## src/pkg/pvc_pkg.sv

```systemverilog
// Package of offsets, field layouts, reset values, timings and types for the port control bank.
package pvc_pkg;
	localparam logic [7:0] ADDR_VEND_STATUS = 8'h90;
	localparam logic [7:0] ADDR_IRQ_ENABLE = 8'h92;
	localparam logic [7:0] ADDR_GEN_CTRL = 8'h94;
	localparam logic [7:0] ADDR_TX_CTRL = 8'h95;
	localparam logic [7:0] ADDR_RX_CTRL = 8'h96;
	localparam logic [7:0] ADDR_RX_STATUS = 8'h97;

	localparam logic [7:0] RST_VEND_STATUS = 8'h00;
	localparam logic [7:0] RST_IRQ_ENABLE = 8'h00;
	localparam logic [7:0] RST_GEN_CTRL = 8'h04;
	localparam logic [7:0] RST_TX_CTRL = 8'h00;
	localparam logic [7:0] RST_RX_CTRL = 8'h00;

	localparam int BIT_TIMER = 4;
	localparam int BIT_FAULT = 3;
	localparam int BIT_OTEMP = 2;
	localparam logic [7:0] EVENT_BITS = 8'h1C;
	localparam logic [7:0] IRQ_ENABLE_WMASK = 8'h1F;

	localparam int BIT_CLEAR_MODE = 7;
	localparam int BIT_PHY_RESET = 6;
	localparam int BIT_SOFT_RESET = 5;
	localparam int BIT_SAMPLE_POLICY = 4;
	localparam int RATE_LSB = 2;
	localparam int DUTY_LSB = 0;
	localparam logic [7:0] GEN_CTRL_WMASK = 8'h9F;

	localparam int BIT_BIST_SEL = 2;
	localparam int BIT_FRS = 1;
	localparam logic [7:0] TX_CTRL_WMASK = 8'h04;

	localparam int BIT_RX_OVERRIDE = 2;
	localparam logic [7:0] RX_CTRL_WMASK = 8'h0F;
	localparam logic [7:0] RX_STATUS_MASK = 8'h0F;

	localparam int CLOCK_PERIOD_NS = 8;
	localparam int MS_NS = 1000000;
	localparam int MS_CYCLES = MS_NS / CLOCK_PERIOD_NS;
	localparam int SAMPLE_MS_00 = 1;
	localparam int SAMPLE_MS_01 = 2;
	localparam int SAMPLE_MS_10 = 8;
	localparam int SAMPLE_MS_11 = 16;
	localparam int SAMPLE_CNT_W = 22;

	localparam logic [6:0] DUTY_PCT_00 = 7'h1E;
	localparam logic [6:0] DUTY_PCT_01 = 7'h0A;
	localparam logic [6:0] DUTY_PCT_10 = 7'h32;
	localparam logic [6:0] DUTY_PCT_11 = 7'h3C;

	localparam int PHY_RESET_CYCLES = 8;
	localparam int SOFT_RESET_CYCLES = 16;

	typedef enum logic [1:0] {PVC_LVL_SNK, PVC_LVL_SRC, PVC_LVL_NEU} pvc_level_t;

	typedef struct packed {
		logic wr;
		logic rd;
		logic [7:0] addr;
		logic [7:0] wdata;
	} pvc_reg_req_t;

	typedef struct packed {
		pvc_level_t high_level;
		pvc_level_t low_level;
	} pvc_rx_thresh_t;

	typedef struct packed {
		logic slow_timer;
		logic overtemp;
	} pvc_events_t;
endpackage

```

## src/rtl/pvc_pulse_seq.sv

```systemverilog
// Self-timed reset sequencer: holds busy for a fixed count after a start request.
`timescale 1ns/100ps
module pvc_pulse_seq #(
	parameter int HOLD_CYCLES = 8
) (
	input wire logic clock_in,
	input wire logic rst_n_in,
	input wire logic start_in,
	output logic busy_out,
	output logic done_out
);
	import pvc_pkg::*;

	localparam int CW = $clog2(HOLD_CYCLES + 1);
	localparam logic [CW-1:0] LAST = CW'(HOLD_CYCLES - 1);

	typedef enum logic {PVC_SEQ_IDLE, PVC_SEQ_HOLD} pvc_seq_t;

	pvc_seq_t state_reg;
	logic [CW-1:0] count_reg;

	always_ff @(posedge clock_in or negedge rst_n_in) begin
		if (!rst_n_in) begin
			state_reg <= PVC_SEQ_IDLE;
			count_reg <= '0;
			done_out <= 1'b0;
		end else begin
			done_out <= 1'b0;
			case (state_reg)
				PVC_SEQ_IDLE: begin
					count_reg <= '0;
					if (start_in) begin
						state_reg <= PVC_SEQ_HOLD;
					end
				end
				PVC_SEQ_HOLD: begin
					if (count_reg == LAST) begin
						state_reg <= PVC_SEQ_IDLE;
						done_out <= 1'b1;
					end
					count_reg <= count_reg + CW'(1);
				end
				default: begin
					state_reg <= PVC_SEQ_IDLE;
				end
			endcase
		end
	end

	assign busy_out = (state_reg == PVC_SEQ_HOLD);
endmodule

```

## src/rtl/pvc_regs.sv

```systemverilog
// Vendor control and status register bank of the port controller with PD physical layer.
`timescale 1ns/100ps
module pvc_regs #(
	parameter int MS_CYCLES_P = pvc_pkg::MS_CYCLES
) (
	input wire logic clock_in,
	input wire logic rst_n_in,
	input pvc_pkg::pvc_reg_req_t reg_req_in,
	output logic [7:0] reg_rdata_out,
	input pvc_pkg::pvc_events_t events_in,
	input wire logic channel_above_limit_in,
	input wire logic unattached_in,
	input wire logic dual_role_toggling_in,
	input wire logic toggle_imminent_in,
	input wire logic power_role_source_in,
	input wire logic [3:0] rx_status_in,
	input wire logic frs_sent_in,
	output logic vendor_irq_out,
	output logic alert_clear_by_read_out,
	output logic phy_hard_reset_out,
	output logic whole_device_reset_out,
	output logic cc_sample_tick_out,
	output logic [6:0] toggle_source_share_out,
	output logic bist_continuous_out,
	output logic frs_transmit_out,
	output pvc_pkg::pvc_rx_thresh_t rx_thresh_out
);
	import pvc_pkg::*;

	function automatic logic hit(input pvc_reg_req_t req, input logic [7:0] addr);
		hit = (req.addr == addr);
	endfunction

	function automatic logic [SAMPLE_CNT_W-1:0] interval_last(input logic [1:0] sel);
		int ms;
		ms = SAMPLE_MS_00;
		case (sel)
			2'h0: ms = SAMPLE_MS_00;
			2'h1: ms = SAMPLE_MS_01;
			2'h2: ms = SAMPLE_MS_10;
			default: ms = SAMPLE_MS_11;
		endcase
		interval_last = SAMPLE_CNT_W'(ms * MS_CYCLES_P - 1);
	endfunction

	logic [7:0] status_reg;
	logic [7:0] irq_en_reg;
	logic [7:0] gen_ctrl_reg;
	logic [7:0] tx_ctrl_reg;
	logic [7:0] rx_ctrl_reg;
	logic frs_reg;
	logic limit_meta_reg;
	logic limit_sync_reg;
	logic [SAMPLE_CNT_W-1:0] sample_cnt_reg;
	logic [7:0] status_set;
	logic [7:0] status_clr;
	logic [7:0] rdata_next;
	logic wr_en;
	logic phy_busy;
	logic soft_busy;
	logic soft_done;
	logic clear_by_read;

	pvc_pulse_seq #(.HOLD_CYCLES(PHY_RESET_CYCLES)) u_phy_seq (
		.clock_in(clock_in),
		.rst_n_in(rst_n_in),
		.start_in(reg_req_in.wr && hit(reg_req_in, ADDR_GEN_CTRL) &&
			reg_req_in.wdata[BIT_PHY_RESET]),
		.busy_out(phy_busy),
		.done_out()
	);

	pvc_pulse_seq #(.HOLD_CYCLES(SOFT_RESET_CYCLES)) u_soft_seq (
		.clock_in(clock_in),
		.rst_n_in(rst_n_in),
		.start_in(reg_req_in.wr && hit(reg_req_in, ADDR_GEN_CTRL) &&
			reg_req_in.wdata[BIT_SOFT_RESET]),
		.busy_out(soft_busy),
		.done_out(soft_done)
	);

	// Writes are ignored while the soft reset holds the bank at its defaults, except that a phy reset bit still starts its sequencer.
	assign wr_en = reg_req_in.wr && !soft_busy;
	assign clear_by_read = gen_ctrl_reg[BIT_CLEAR_MODE];
	assign alert_clear_by_read_out = clear_by_read;
	assign phy_hard_reset_out = phy_busy;
	assign whole_device_reset_out = soft_busy;

	always_ff @(posedge clock_in or negedge rst_n_in) begin
		if (!rst_n_in) begin
			limit_meta_reg <= 1'b0;
			limit_sync_reg <= 1'b0;
		end else begin
			limit_meta_reg <= channel_above_limit_in;
			limit_sync_reg <= limit_meta_reg;
		end
	end

	always_comb begin
		status_set = '0;
		status_set[BIT_TIMER] = events_in.slow_timer;
		status_set[BIT_OTEMP] = events_in.overtemp;
		status_set[BIT_FAULT] = limit_sync_reg && unattached_in;
		status_clr = '0;
		if (wr_en && hit(reg_req_in, ADDR_VEND_STATUS) && !clear_by_read) begin
			status_clr = reg_req_in.wdata & EVENT_BITS;
		end else if (reg_req_in.rd && hit(reg_req_in, ADDR_VEND_STATUS) && clear_by_read) begin
			status_clr = status_reg;
		end
	end

	// A flag raised in the same cycle as its clear survives.
	always_ff @(posedge clock_in or negedge rst_n_in) begin
		if (!rst_n_in) begin
			status_reg <= RST_VEND_STATUS;
		end else if (soft_busy) begin
			status_reg <= RST_VEND_STATUS;
		end else begin
			status_reg <= ((status_reg & ~status_clr) | status_set) & EVENT_BITS;
		end
	end

	always_ff @(posedge clock_in or negedge rst_n_in) begin
		if (!rst_n_in) begin
			irq_en_reg <= RST_IRQ_ENABLE;
			gen_ctrl_reg <= RST_GEN_CTRL;
			tx_ctrl_reg <= RST_TX_CTRL;
			rx_ctrl_reg <= RST_RX_CTRL;
		end else if (soft_busy) begin
			irq_en_reg <= RST_IRQ_ENABLE;
			gen_ctrl_reg <= RST_GEN_CTRL;
			tx_ctrl_reg <= RST_TX_CTRL;
			rx_ctrl_reg <= RST_RX_CTRL;
		end else if (wr_en) begin
			if (hit(reg_req_in, ADDR_IRQ_ENABLE)) begin
				irq_en_reg <= reg_req_in.wdata & IRQ_ENABLE_WMASK;
			end
			if (hit(reg_req_in, ADDR_GEN_CTRL)) begin
				gen_ctrl_reg <= reg_req_in.wdata & GEN_CTRL_WMASK;
			end
			if (hit(reg_req_in, ADDR_TX_CTRL)) begin
				tx_ctrl_reg <= reg_req_in.wdata & TX_CTRL_WMASK;
			end
			if (hit(reg_req_in, ADDR_RX_CTRL)) begin
				rx_ctrl_reg <= reg_req_in.wdata & RX_CTRL_WMASK;
			end
		end
	end

	// Software sets the swap request; the transmitter clears it once sent, set winning.
	always_ff @(posedge clock_in or negedge rst_n_in) begin
		if (!rst_n_in) begin
			frs_reg <= 1'b0;
		end else if (soft_busy) begin
			frs_reg <= 1'b0;
		end else if (wr_en && hit(reg_req_in, ADDR_TX_CTRL) && reg_req_in.wdata[BIT_FRS]) begin
			frs_reg <= 1'b1;
		end else if (frs_sent_in) begin
			frs_reg <= 1'b0;
		end
	end

	always_comb begin
		rdata_next = '0;
		case (reg_req_in.addr)
			ADDR_VEND_STATUS: rdata_next = status_reg;
			ADDR_IRQ_ENABLE: rdata_next = irq_en_reg;
			ADDR_GEN_CTRL: begin
				rdata_next = gen_ctrl_reg;
				rdata_next[BIT_PHY_RESET] = phy_busy;
				rdata_next[BIT_SOFT_RESET] = soft_busy;
			end
			ADDR_TX_CTRL: begin
				rdata_next = tx_ctrl_reg;
				rdata_next[BIT_FRS] = frs_reg;
			end
			ADDR_RX_CTRL: rdata_next = rx_ctrl_reg;
			ADDR_RX_STATUS: rdata_next = {4'h0, rx_status_in} & RX_STATUS_MASK;
			default: rdata_next = '0;
		endcase
	end

	always_ff @(posedge clock_in or negedge rst_n_in) begin
		if (!rst_n_in) begin
			reg_rdata_out <= '0;
		end else if (reg_req_in.rd) begin
			reg_rdata_out <= rdata_next;
		end
	end

	// Sampling runs only while toggling unattached; policy 1 follows the toggler's warning.
	always_ff @(posedge clock_in or negedge rst_n_in) begin
		if (!rst_n_in) begin
			sample_cnt_reg <= '0;
			cc_sample_tick_out <= 1'b0;
		end else if (!dual_role_toggling_in || !unattached_in || soft_busy) begin
			sample_cnt_reg <= '0;
			cc_sample_tick_out <= 1'b0;
		end else if (gen_ctrl_reg[BIT_SAMPLE_POLICY]) begin
			sample_cnt_reg <= '0;
			cc_sample_tick_out <= toggle_imminent_in;
		end else if (sample_cnt_reg >= interval_last(gen_ctrl_reg[RATE_LSB+:2])) begin
			sample_cnt_reg <= '0;
			cc_sample_tick_out <= 1'b1;
		end else begin
			sample_cnt_reg <= sample_cnt_reg + SAMPLE_CNT_W'(1);
			cc_sample_tick_out <= 1'b0;
		end
	end

	always_ff @(posedge clock_in or negedge rst_n_in) begin
		if (!rst_n_in) begin
			vendor_irq_out <= 1'b0;
			toggle_source_share_out <= DUTY_PCT_00;
			bist_continuous_out <= 1'b0;
			frs_transmit_out <= 1'b0;
			rx_thresh_out <= {PVC_LVL_SNK, PVC_LVL_SNK};
		end else begin
			vendor_irq_out <= |(status_reg & irq_en_reg & EVENT_BITS);
			case (gen_ctrl_reg[DUTY_LSB+:2])
				2'h0: toggle_source_share_out <= DUTY_PCT_00;
				2'h1: toggle_source_share_out <= DUTY_PCT_01;
				2'h2: toggle_source_share_out <= DUTY_PCT_10;
				default: toggle_source_share_out <= DUTY_PCT_11;
			endcase
			bist_continuous_out <= tx_ctrl_reg[BIT_BIST_SEL];
			frs_transmit_out <= frs_reg;
			if (!rx_ctrl_reg[BIT_RX_OVERRIDE]) begin
				rx_thresh_out <= power_role_source_in ? {PVC_LVL_SRC, PVC_LVL_SRC} :
					{PVC_LVL_SNK, PVC_LVL_SNK};
			end else begin
				case (rx_ctrl_reg[1:0])
					2'h0: rx_thresh_out <= {PVC_LVL_SNK, PVC_LVL_SNK};
					2'h1: rx_thresh_out <= {PVC_LVL_SRC, PVC_LVL_SRC};
					2'h2: rx_thresh_out <= {PVC_LVL_NEU, PVC_LVL_NEU};
					default: rx_thresh_out <= {PVC_LVL_SNK, PVC_LVL_SRC};
				endcase
			end
		end
	end

	chk_irq_blocked: assert property (@(posedge clock_in) disable iff (!rst_n_in)
		((irq_en_reg & EVENT_BITS) == 8'h00) |=> !vendor_irq_out)
		else $error("interrupt raised with all events disabled");

	chk_flag_sets_masked: assert property (@(posedge clock_in)
		disable iff (!rst_n_in || soft_busy)
		(events_in.slow_timer && !soft_busy) |=> status_reg[BIT_TIMER])
		else $error("timer event did not set its flag");

	chk_write_one_clear: assert property (@(posedge clock_in)
		disable iff (!rst_n_in)
		(reg_req_in.wr && !soft_busy && reg_req_in.addr == ADDR_VEND_STATUS &&
		!clear_by_read && reg_req_in.wdata[BIT_TIMER] && !events_in.slow_timer)
		|=> !status_reg[BIT_TIMER])
		else $error("write of one did not clear the timer flag");

	chk_read_auto_clear: assert property (@(posedge clock_in)
		disable iff (!rst_n_in)
		(reg_req_in.rd && reg_req_in.addr == ADDR_VEND_STATUS && clear_by_read &&
		!reg_req_in.wr && !events_in.overtemp) |=> !status_reg[BIT_OTEMP])
		else $error("read did not clear the overtemp flag");

	chk_phy_reset_span: assert property (@(posedge clock_in)
		disable iff (!rst_n_in)
		(reg_req_in.wr && reg_req_in.addr == ADDR_GEN_CTRL &&
		reg_req_in.wdata[BIT_PHY_RESET] && !phy_busy)
		|=> phy_hard_reset_out [*8] ##1 !phy_hard_reset_out)
		else $error("phy reset did not last eight cycles");

	chk_soft_reset_default: assert property (@(posedge clock_in)
		disable iff (!rst_n_in)
		soft_done |-> (irq_en_reg == RST_IRQ_ENABLE && gen_ctrl_reg == RST_GEN_CTRL &&
		rx_ctrl_reg == RST_RX_CTRL && status_reg == RST_VEND_STATUS))
		else $error("soft reset left a register off its default");

	chk_sample_policy: assert property (@(posedge clock_in)
		disable iff (!rst_n_in)
		(gen_ctrl_reg[BIT_SAMPLE_POLICY] && !toggle_imminent_in) |=> !cc_sample_tick_out)
		else $error("sample taken outside a toggle warning");

	chk_role_threshold: assert property (@(posedge clock_in)
		disable iff (!rst_n_in)
		(!rx_ctrl_reg[BIT_RX_OVERRIDE] && power_role_source_in)
		|=> rx_thresh_out.low_level == PVC_LVL_SRC)
		else $error("threshold did not follow the source role");

	chk_frs_held: assert property (@(posedge clock_in) disable iff (!rst_n_in)
		(frs_reg && !frs_sent_in && !soft_busy) |=> frs_reg ##1 frs_transmit_out)
		else $error("swap request dropped before it was sent");
endmodule

```

## config.mk

```make
export PLATFORM = sky130hd
export DESIGN_NAME = pvc_regs
export DESIGN_NICKNAME = d
export VERILOG_FILES = /design/src/pkg/pvc_pkg.sv /design/src/rtl/pvc_pulse_seq.sv /design/src/rtl/pvc_regs.sv
export SDC_FILE = /design/constraint.sdc
export NUM_CORES = 1
export LEC_CHECK = 0
export BUFFER_PORTS_ARGS = -buffer_cell sky130_fd_sc_hd__buf_4
export CORE_MARGIN = 2
export CORE_UTILIZATION = 60
export DETAILED_ROUTE_END_ITERATION = 12
export PLACE_DENSITY = 0.9
export SLEW_MARGIN = 20
export SYNTH_ARGS = -nofsm -noshare
export SYNTH_HDL_FRONTEND = slang
export SYNTH_SLANG_ARGS = --single-unit
```

## constraint.sdc

```tcl
create_clock -name clock_in -period 13.1 [get_ports clock_in]
set_clock_uncertainty 0.1 [all_clocks]
set_input_delay 0 -clock clock_in [delete_from_list [all_inputs] [get_ports clock_in]]
set_output_delay 0 -clock clock_in [all_outputs]
set_load 0.02 [all_outputs]
```

## Yosys cells after proc, flatten, opt, wreduce, memory -nomap -nowiden

Cells that the tools add are included.
W data, S select, Z words.

| word-level totals | value |
|---|---|
| output and inout bits | 26 |
| logic and storage cells | 118 |
| input bits | 32 |
| bits in registers | 96 |

| operators by class | value |
|---|---|
| bitwise operators | 6 |
| equality and inequality tests | 14 |
| $mul | 1 |
| $add $sub $neg | 4 |
| mux-type cells | 40 |
| $lt $le $gt $ge | 1 |
| reductions and logical operators | 31 |

Operator list:

| cell | count |
|---|---|
| $mux W8 | 12 |
| $mux W22 | 3 |
| $mux W32 | 2 |
| $eq A8 B8 Y1 const B | 6 |
| $pmux W8 S6 | 1 |
| $mul A32 B15 Y19 const B | 1 |
| $add A22 B1 Y22 const B | 1 |
| $ge A22 B22 Y1 | 1 |
| $sub A22 B2 Y22 const B | 1 |
| $pmux W6 S3 | 1 |
| $mux W5 | 3 |
| $pmux W5 S3 | 1 |
| $pmux W4 S3 | 1 |
| $logic_and A1 B1 Y1 | 11 |
| $and A5 B5 Y5 | 2 |
| $mux W1 | 10 |
| $pmux W5 S2 | 1 |
| $reduce_bool A2 Y1 | 5 |
| $pmux W4 S2 | 1 |
| $reduce_and A2 Y1 | 4 |
| $eq A2 B1 Y1 const B | 3 |
| $eq A2 B2 Y1 const B | 3 |
| $logic_not A2 Y1 | 3 |
| $add A5 B1 Y5 const B | 1 |
| other kinds (13) | 19 |

## Depth between registers and ports, before layout

Gate-level depths: netlist of run 1.

| depth | value |
|---|---|
| depth in word-level cells | 10 |
| depth in mapped cells | 21 |
| gate-level depth less buffers | 20 |

## Modules after synthesis

From an unflattened synthesis of run 1, not the netlist that was laid out.

| second synthesis, totals | value |
|---|---|
| cell total of the unflattened synthesis | 433 |
| area total of the unflattened synthesis | 4575.6 um2 |

By module, submodules not included:

| module | seq. area each (um2) | area each (um2) | times used | cells an instance |
|---|---|---|---|---|
| pvc_regs | 1607.8 | 4047.6 | 1 | 392 |
| pvc_pulse_seq at u_soft_seq | 175.2 | 289.0 | 1 | 23 |
| pvc_pulse_seq at u_phy_seq | 150.1 | 239.0 | 1 | 18 |

## Least setup slack after synthesis of run 1

OpenSTA, ideal clock, no wires.

| path | value |
|---|---|
| kind | register -> register |
| start | register gen_ctrl_reg[2] |
| end | register sample_cnt_reg[10] |
| path slack | 8.064 ns |
| arrival time | 4.850 ns |
| stages on the path, launching flop included | 21 |
| data required time | 12.914 ns |
| buffers on the path | 1 |
| clock period less this slack | 5.036 ns |
| setup time | 0.086 ns |
| cells stage by stage | dfstp_2 > ha_1 > inv_1 > ha_1 > a21o_1 > fa_1 > ha_1 > ha_1 > ha_1 > ha_1 > nand2_1 > nor3_1 > nor2_1 > xor2_1 > ha_1 > a21o_1 > a21o_1 > a211oi_1 > nand4_1 > buf_2 > nor3_1 |

| on the way | value |
|---|---|
| cells in the longest elaborated chain, start to end | 10 |
| elaborated cells on any way between the ends | 12 |
| those cells by class | 1 x add/sub; 1 x mul; 1 x order compare; 2 x eq/ne; 6 x mux; 1 x reduce/logical |

Ends and longest elaborated chain:

| item | line | text |
|---|---|---|
| start, declared | pvc_regs.sv:48 | `logic [7:0] gen_ctrl_reg;` |
| start signal, assigned | pvc_regs.sv:139 | `gen_ctrl_reg <= reg_req_in.wdata & GEN_CTRL_WMASK;` |
| $eq A2 B2 Y1 (tied with other cells) | pvc_regs.sv:37 | `case (sel)` |
| $pmux W5 S3 (*) | pvc_regs.sv:37 |  |
| $mux W32 (*) | pvc_regs.sv:199 | `end else if (gen_ctrl_reg[BIT_SAMPLE_POLICY]) begin` |
| $mux W32 (*) | pvc_regs.sv:196 | `end else if (!dual_role_toggling_in \|\| !unattached_in \|\| soft_busy) begin` |
| $mul A32 B15 Y19 (*) | pvc_regs.sv:43 | `interval_last = SAMPLE_CNT_W'(ms * MS_CYCLES_P - 1);` |
| $sub A22 B2 Y22 (*) | pvc_regs.sv:43 |  |
| $ge A22 B22 Y1 (*) | pvc_regs.sv:202 | `end else if (sample_cnt_reg >= interval_last(gen_ctrl_reg[RATE_LSB+:2])) begin` |
| $mux W22 (*) | pvc_regs.sv:202 |  |
| $mux W22 (*) | pvc_regs.sv:199 |  |
| $mux W22 (*) | pvc_regs.sv:196 |  |
| end signal, assigned | pvc_regs.sv:206 | `sample_cnt_reg <= sample_cnt_reg + SAMPLE_CNT_W'(1);` |
| end, declared | pvc_regs.sv:54 | `logic [SAMPLE_CNT_W-1:0] sample_cnt_reg;` |

Mark *: on every way between the ends. The rest lies on a longest branch, timed or not. The select of a mux whose other input is x is not followed.
A chain may end at the register's enable or synchronous reset.

## Worst setup path in the final report of run 1

| path | value |
|---|---|
| start | register gen_ctrl_reg[2] |
| end | register cc_sample_tick_out |

| on the way | value |
|---|---|
| cells in the longest elaborated chain, start to end | 10 |
| elaborated cells on any way between the ends | 12 |
| those cells by class | 1 x add/sub; 1 x mul; 1 x order compare; 2 x eq/ne; 6 x mux; 1 x reduce/logical |

Ends and longest elaborated chain:

| item | line | text |
|---|---|---|
| $eq A2 B2 Y1 (tied with other cells) | pvc_regs.sv:37 |  |
| $pmux W5 S3 (*) | pvc_regs.sv:37 |  |
| $mux W32 (*) | pvc_regs.sv:199 |  |
| $mux W32 (*) | pvc_regs.sv:196 |  |
| $mul A32 B15 Y19 (*) | pvc_regs.sv:43 |  |
| $sub A22 B2 Y22 (*) | pvc_regs.sv:43 |  |
| $ge A22 B22 Y1 (*) | pvc_regs.sv:202 |  |
| $mux W1 (*) | pvc_regs.sv:202 |  |
| $mux W1 (*) | pvc_regs.sv:199 |  |
| $mux W1 (*) | pvc_regs.sv:196 |  |
| end signal, assigned | pvc_regs.sv:201 | `cc_sample_tick_out <= toggle_imminent_in;` |
| end, declared | pvc_regs.sv:22 | `output logic cc_sample_tick_out,` |

Marks and branches as above.

==> reports/qor.txt, run 1 <==
Worst slew margin: 33.0%
Tightest Hold Check Type: in -> reg
Hold Fails Final Rpt: 0
Total die area: 8210 um^2
Routability cong.: 0.886
Design area: 5370 um^2
CP required: 13.20 ns
Die Y: 90.6 um
Via Count: 3753
CP endpoint kind: register
Post-DRT Antenna Nets: 0
Inserted Diodes: 0
Critical Path AT: 6.26 ns
Port-buffer cells: 55
Vias in the first global route: 4023
Area Overhead vs Synth: 19.3%
Clk slew on worst S/H paths: 0.09 ns
Post-Syn Area: 4500 um^2
Largest net degree at the start of global routing: 76
Final Max Tran Viols: 0
Tightest Pin Transition: 1.01 ns
Fin nets: 605
DP Area: 4940 um^2
Mean routed wirelength per cell: 18.0 um
CP Launch Type: register
Global-route wire length before repair: 19400 um
IO Count: 58
Crit Path Category: reg -> reg
Num Clock Sinks: 75
Post-synth EDFFs: 0
Max reg flops: 22
Worst-case reg-to-reg path depth: 19
CTS Buf Count: 9
Outcome: finished clean
Initial DRC count: 331
TNS Setup: 0 ns
Root Driver: clkbuf_8
Final setup vio count: 0
Clk_lat worst skew: 0.36 ns
Initial cell density of the core: 62.1%
Final min period: 6.16 ns
Post-route setup slack: 6.94 ns
Hold Crit Depth: 3
Worst hold slack: 0.0632 ns
Die width: 90.6 um
Flip-flop and latch count after synthesis: 75
Fin crit share: 47.0%
CTS resizes: 0
GRT Total Usage: 29.5%
Pwr dens: 102 nW/um^2
Congestion Overflow GR: 0
# H-tree levels: 3
Syn Area/Cell: 10.1 um^2
Row Count: 31
CTS tree: done
Post-synth top area cell: dfrtp_1
FFs w/ async S/R, synth: 100%
Synth top area share: 38.9%
Post-synthesis cell type count: 57
Crit-path max FO: 23
RSZ-0062 raised after global routing: no
Post-DP HPWL: 6950 um
First-pass iteration count of the detailed router: 5
Worst vdd ir: 0.0792 mV
Register area share after synthesis: 41.8%
Fmax: 0.162 GHz
Drc violations: 0
DRT Wirelength: 11200 um
Warnings from Yosys: 0
Ys flop type: dfrtp_1
Initial antenna violation count: 0
Cells after Synth: 446
Place WS: 6.98 ns
Share of post-route cells with drive strength above 1: 17.8%
CORE AREA: 7250 um^2
Leak Pwr: 2.52 nW
Vias per cell: 6.03
Clock Tree Buf Depth: 2
Synth area leaders: dfrtp_1 (39%), ha_1 (15%), nor3_1 (3.3%)
Max-Cap Viols: 0
==> metrics by stage <==
| step | cells | util (%) | total power [mW] |
|---|---|---|---|
| after detailed placement | 583 | 68.1 | 0.359 |
| final | 622 | 74.1 | 0.547 |
| after floorplan | 448 | - | 0.321 |
| after global placement | 583 | 68.1 | 0.352 |
| after CTS | 622 | 74.1 | 0.545 |
| after global routing | 622 | 74.1 | 0.573 |
==> cell usage in the layout (no fill, tap or decap), types with 5 or more instances in the layout <==
cell type       n
xnor2_1        17
o21ai_0        16
nor2b_1         6
and2_1          7
mux2i_1        10
nor3_1         30
dfrtp_1        70
dfstp_2         5
clkbuf_8        9
a21oi_1        25
nor2_1         22
o22ai_1         5
nand2_1        35
nand4_1         7
nand3_1        22
xor2_1         13
inv_1          30
dlygate4sd3_1  23
buf_4          55
ha_1           53
==> where the power goes <==
part | switching (mW) | internal, mW
registers | 0.00889 | 0.239
logic | 0.0670 | 0.0482
clock network | 0.0952 | 0.0889
total | 0.171 | 0.376
==> cell type report <==
cell class                      instances  area [um^2]
Tap cell                               99          124
Fill cell                             417         1880
Sequential cell                        75         1880
Timing Repair Buffer                   78          643
Inverter                               30          113
Clock buffer                            9          124
Clock inverter                          7         75.1
Multi-Input combinational cell        324         2410
==> path summary, 6_finish.rpt <==
| path | startpoint | endpoint | slack (ns) |
|---|---|---|---|
| max in group asynchronous | rst_n_in | toggle_source_share_out[5] | 12.04 |
| setup reg to reg | gen_ctrl_reg[2] | cc_sample_tick_out | 6.94 |
| min in group asynchronous | rst_n_in | sample_cnt_reg[2] | 0.25 |
| hold reg to reg | limit_meta_reg | limit_sync_reg | 0.26 |
| hold / removal | reg_req_in[10] | status_reg[3] | 0.06 |
| setup / recovery | gen_ctrl_reg[2] | cc_sample_tick_out | 6.94 |
==> layer usage <==
metal  global-route usage (%)  share of wire, %  vias to the layer above
met5                        0                 0                        -
met4                     14.6               3.7                        0
met3                     6.68               7.0                       55
met2                     50.7                52                      189
met1                     34.7                38                     1817
li1                         -                 -                     1692
==> cell families (layout without fill, tap and decap cells) <==
| family | after synthesis | in the layout | share of synthesized area, % |
|---|---|---|---|
| simple gates | 159 | 159 | 20.1 |
| flops | 75 | 75 | 41.8 |
| compound gates | 63 | 63 | 8.28 |
| fa+ha+maj | 55 | 55 | 15.6 |
| buf+inv | 49 | 124 | 4.83 |
| xor+xnor | 30 | 30 | 5.83 |
| mux | 14 | 14 | 3.47 |
| other cells | 1 | 3 | 0.0833 |
==> timing repair <==
action,4_1_cts,5_1_grt
hold buffers,23,0
setup buffers,0,0
endpoints found under the hold margin,104,0
==> cell usage after synthesis (2+ instances only) <==
library cell  instances
a21o_1                3
a21oi_1              25
a32oi_1               2
and2_1                7
and3_1                4
and4_1                2
and4_2                2
buf_2                 3
buf_4                 6
clkbuf_1              8
dfrtp_1              70
dfstp_2               5
fa_1                  2
ha_1                 53
inv_1                30
mux2_2                3
mux2i_1              10
nand2_1              35
nand3_1              22
nand3_4               2
nand3b_1              4
nand4_1               7
nor2_1               22
nor2b_1               6
nor3_1               30
nor3b_1               4
nor3b_2               2
o21ai_0              16
o22ai_1               5
xnor2_1              17
xor2_1               13
==> worst max-delay path: stages, from the launching register on <==
cell	delay [ns]
dfstp_2	0.62
ha_1	0.41
inv_1	0.15
ha_1	0.34
a21o_1	0.21
fa_1	0.46
ha_1	0.30
ha_1	0.29
ha_1	0.29
ha_1	0.33
nand2_1	0.08
nor3_1	0.04
nor2_1	0.11
xor2_1	0.17
ha_1	0.27
a21o_1	0.19
a21o_1	0.17
a211oi_1	0.25
nand4_1	0.77
nor3b_1	0.42
(Power assumes the default switching activity.)
==> run 2, diff against run 1 <==
- ABC_AREA: unset -> 1
- CORE_UTILIZATION: 60 -> 53
- PLACE_DENSITY: 0.9 -> 0.85
- clock period: 13.1 -> 5.5 ns (I/O delays scaled with it)
==> run 2 against run 1 <==
  * The run now ends with hold timing left
  * Count of clock-buffer cells in the layout rose by 2
  * Setup slack got worse by 6.5 ns
  * Fmax rose by 22%
  * Power rose to 2.6 times the previous value
  * Sequential cell count did not move
  * Synthesized cell count rose by 32%
  * Core utilization fell by 7.8 points
  * Sequential power rose to 2.5 times the previous value
  * Critical path depth rose by 1
  * Register-to-register slack got worse by 6.5 ns
  * Clock power rose to 2.7 times the previous value
  * First-iteration DRC count fell by 2.7%
  * Critical endpoint is now sample_cnt_reg[13]
  * Largest cell class unchanged
  * Largest power group unchanged
==> reports/qor.txt, run 2 <==
Outcome: complete, but fails checks
Failing checks: hold timing
Fin crit share: 91.8% (+45 points)
Most frequent cells in the layout: nand2_1 (149), nor2_1 (71), dfrtp_1 (70)
Most common cell after layout, fill and taps aside: nand2_1
Post-synth EDFFs: 0 (unchanged)
Synth cell count leaders: nand2_1 (149), nor2_1 (71), dfrtp_1 (70)
Total die area: 9720 um^2 (+18%)
Global-route wire length before repair: 20400 um (+5.6%)
Pwr dens: 249 nW/um^2 (+140%)
RSZ-0062 raised after global routing: no
CP cell instances: inv_1 -> ha_1 -> inv_1 -> ha_1 -> nand2_1 -> nand2_1 -> fa_1 -> ha_1 -> ha_1 -> ha_1 -> ha_1 -> nand4_1 -> nand2_1 -> xnor2_1 -> ha_1 -> a21oi_1 -> o21ai_0 -> nor2_2 -> nand4_4 -> nor2_1
First-pass iteration count of the detailed router: 5 (unchanged)
Flip-flop and latch count after synthesis: 75 (unchanged)
Routability cong.: 0.948 (+7.1%)
Post-DP HPWL: 8360 um (+20%)
Dpl cells: 745 (+28%)
TNS Setup: 0 ns (unchanged)
Ys flop type: dfrtp_1
Crit path from: gen_ctrl_reg[2]
Post-DRT Antenna Nets: 0 (unchanged)
Top-count cell post-synth: nand2_1
Num Clock Sinks: 75 (unchanged)
Non-Filler Instances: 789 (+27%)
Post-Syn Area: 4740 um^2 (+5.3%)
Final setup vio count: 0 (unchanged)
CP Launch Type: register
Max reg flops: 22 (unchanged)
IO Count: 58 (unchanged)
Congestion Overflow GR: 0 (unchanged)
Crit-path max FO: 13 (-43%)
CTS tree: done
Initial cell density of the core: 54.6% (-7.5 points)
Drc violations: 0 (unchanged)
Syn Area/Cell: 8.03 um^2 (-20%)
Die Y: 98.6 um (+8.8%)
Final Max Tran Viols: 0 (unchanged)
Grt met1 use: 30.1% (-4.6 points)
Leak Pwr: 2.85 nW (+13%)
GRT Total Usage: 26.2% (-3.3 points)
Hold Fails Final Rpt: 1 (+1)
Slowest-stage cell, CP: dfstp_2
Cell mode on critical path: ha_1
Post-synth top area cell: dfrtp_1
# H-tree levels: 3 (unchanged)
Tightest Hold Check Type: in -> reg
Reg2Reg Launch Point: gen_ctrl_reg[2]
Vias in the first global route: 4361 (+8.4%)
Synth area leaders: dfrtp_1 (37%), ha_1 (14%), nand2_1 (12%)
CP required: 5.66 ns (-7.54 ns)
Max-Cap Viols: 0 (unchanged)
Crit Path Category: reg -> reg
FFs w/ async S/R, synth: 100% (unchanged)
Worst hold slack: -0.0161 ns (-0.0793 ns)
Port-buffer cells: 55 (unchanged)
Area Overhead vs Synth: 21.3%
Met2 Usage GRT: 47.3% (-3.4 points)
Crit-path max cell delay: 0.60 ns (-0.17 ns)
Register area share after synthesis: 39.7% (-2.1 points)
Die width: 98.6 um (+8.8%)
CTS Buf Count: 9 (unchanged)
Synth top area share: 37.0% (-1.9 points)
Largest net degree at the start of global routing: 76 (unchanged)
Worst vdd ir: 0.210 mV (+170%)
Initial antenna violation count: 0 (unchanged)
Clock Tree Buf Depth: 2 (unchanged)
Warnings from Yosys: 0 (unchanged)
DRT Wirelength: 12200 um (+9.3%)
Worst slew margin: 37.5% (+4.5 points)
Initial DRC count: 322 (-2.7%)
GR Util met3: 6.03% (-0.65 points)
CP endpoint kind: register
Tightest Pin Transition: 0.937 ns (-0.0679 ns)
Final min period: 5.05 ns (-1.11 ns)
Post-synthesis cell type count: 38 (-33%)
Vias per cell: 5.54 (-8.2%)
Share of post-route cells with drive strength above 1: 15.3% (-2.5 points)
Gr busiest metal: met2
Post-CTS setup buffers: 0 (unchanged)
Mean routed wirelength per cell: 15.5 um (-14%)
Clk_lat worst skew: 0.35 ns (about the same)
Cells after Synth: 590 (+32%)
Via Count: 4371 (+16%)
Fin nets: 763 (+26%)
Row Count: 34 (+9.7%)
Critical Path AT: 5.21 ns (-1.05 ns)
Hold path start: reg_req_in[13]
CORE AREA: 8680 um^2 (+20%)
Clk slew on worst S/H paths: 0.08 ns (about the same)
Fmax: 0.198 GHz (+22%)
Inserted Diodes: 0 (unchanged)
Filler Cells Inserted: 677 (+62%)
Root Driver: clkbuf_8
## run 2: logic make-up after synthesis
group                      Yosys count  synth area share (%)
adders and majority gates           55                  14.8
AOI/OAI and AO/OA                   55                  6.36
DFF                                 75                  39.7
other                                1                0.0791
and+or+nand+nor                    314                  30.0
buffers and inverters               78                  6.76
xor gates and xnor gates            12                  2.22
## run 2: where the power goes
group	internal, mW	leakage, nW	switching (mW)	total, mW
registers	0.591	0.994	0.0335	0.624
logic	0.129	1.74	0.184	0.313
clock network	0.271	0.114	0.220	0.491
total	0.991	2.85	0.437	1.43
## run 2: routing by layer
metal	up-vias	routed length [um]
li1	2087	-
met1	2014	4680
met2	220	6340
met3	50	794
met4	0	433
met5	-	0
## run 2: worst paths after layout
check,slack [ns],depth (start not counted),to
min in group asynchronous,0.22,2,gen_ctrl_reg[7]
max in group asynchronous,4.45,2,sample_cnt_reg[13]
worst max register to register,0.45,20,sample_cnt_reg[13]
worst max-delay path,0.45,20,sample_cnt_reg[13]
worst min register to register,0.27,0,limit_sync_reg
worst min-delay path,-0.02,5,tx_ctrl_reg[2]
## run 2: critical path: cells and delay by family, from the launching register on
family	cells	cell delay, ns
buf+inv	2	0.28
simple gates	7	1.11
compound gates	2	0.24
flops	1	0.60
xor+xnor	1	0.12
fa+ha+maj	8	2.51
## run 2: cell type report
cell class	count	area (um^2)	area share [%]
Clock buffer	11	141	2.46
Clock inverter	5	86.3	1.50
Inverter	68	255	4.44
Multi-Input combinational cell	439	2550	44.4
Sequential cell	75	1880	32.8
Tap cell	108	135	2.35
Timing Repair Buffer	83	693	12.1
## run 2: what timing repair did
| item | 4_1_cts | 5_1_grt |
|---|---|---|
| endpoints found under the hold margin | 104 | 0 |
| hold buffers | 28 | 0 |
| gates resized for setup | 0 | 1 |
| endpoints found under the setup margin | 0 | 1 |
## run 2: per-stage QoR
step	util, %	hold WS (ns)	instance area [um^2]	power, mW	worst slack (ns)
6_report	66.2	-0.0161	5750	1.43	0.450
3_5_place_dp	60.3	0.0121	5230	0.925	0.357
3_3_place_gp	60.3	0.0114	5230	0.906	0.561
2_1_floorplan	-	-0.396	4750	0.818	0.795
4_1_cts	66.1	0.00662	5740	1.42	0.351
5_1_grt	66.2	0.0127	5750	1.50	0.135
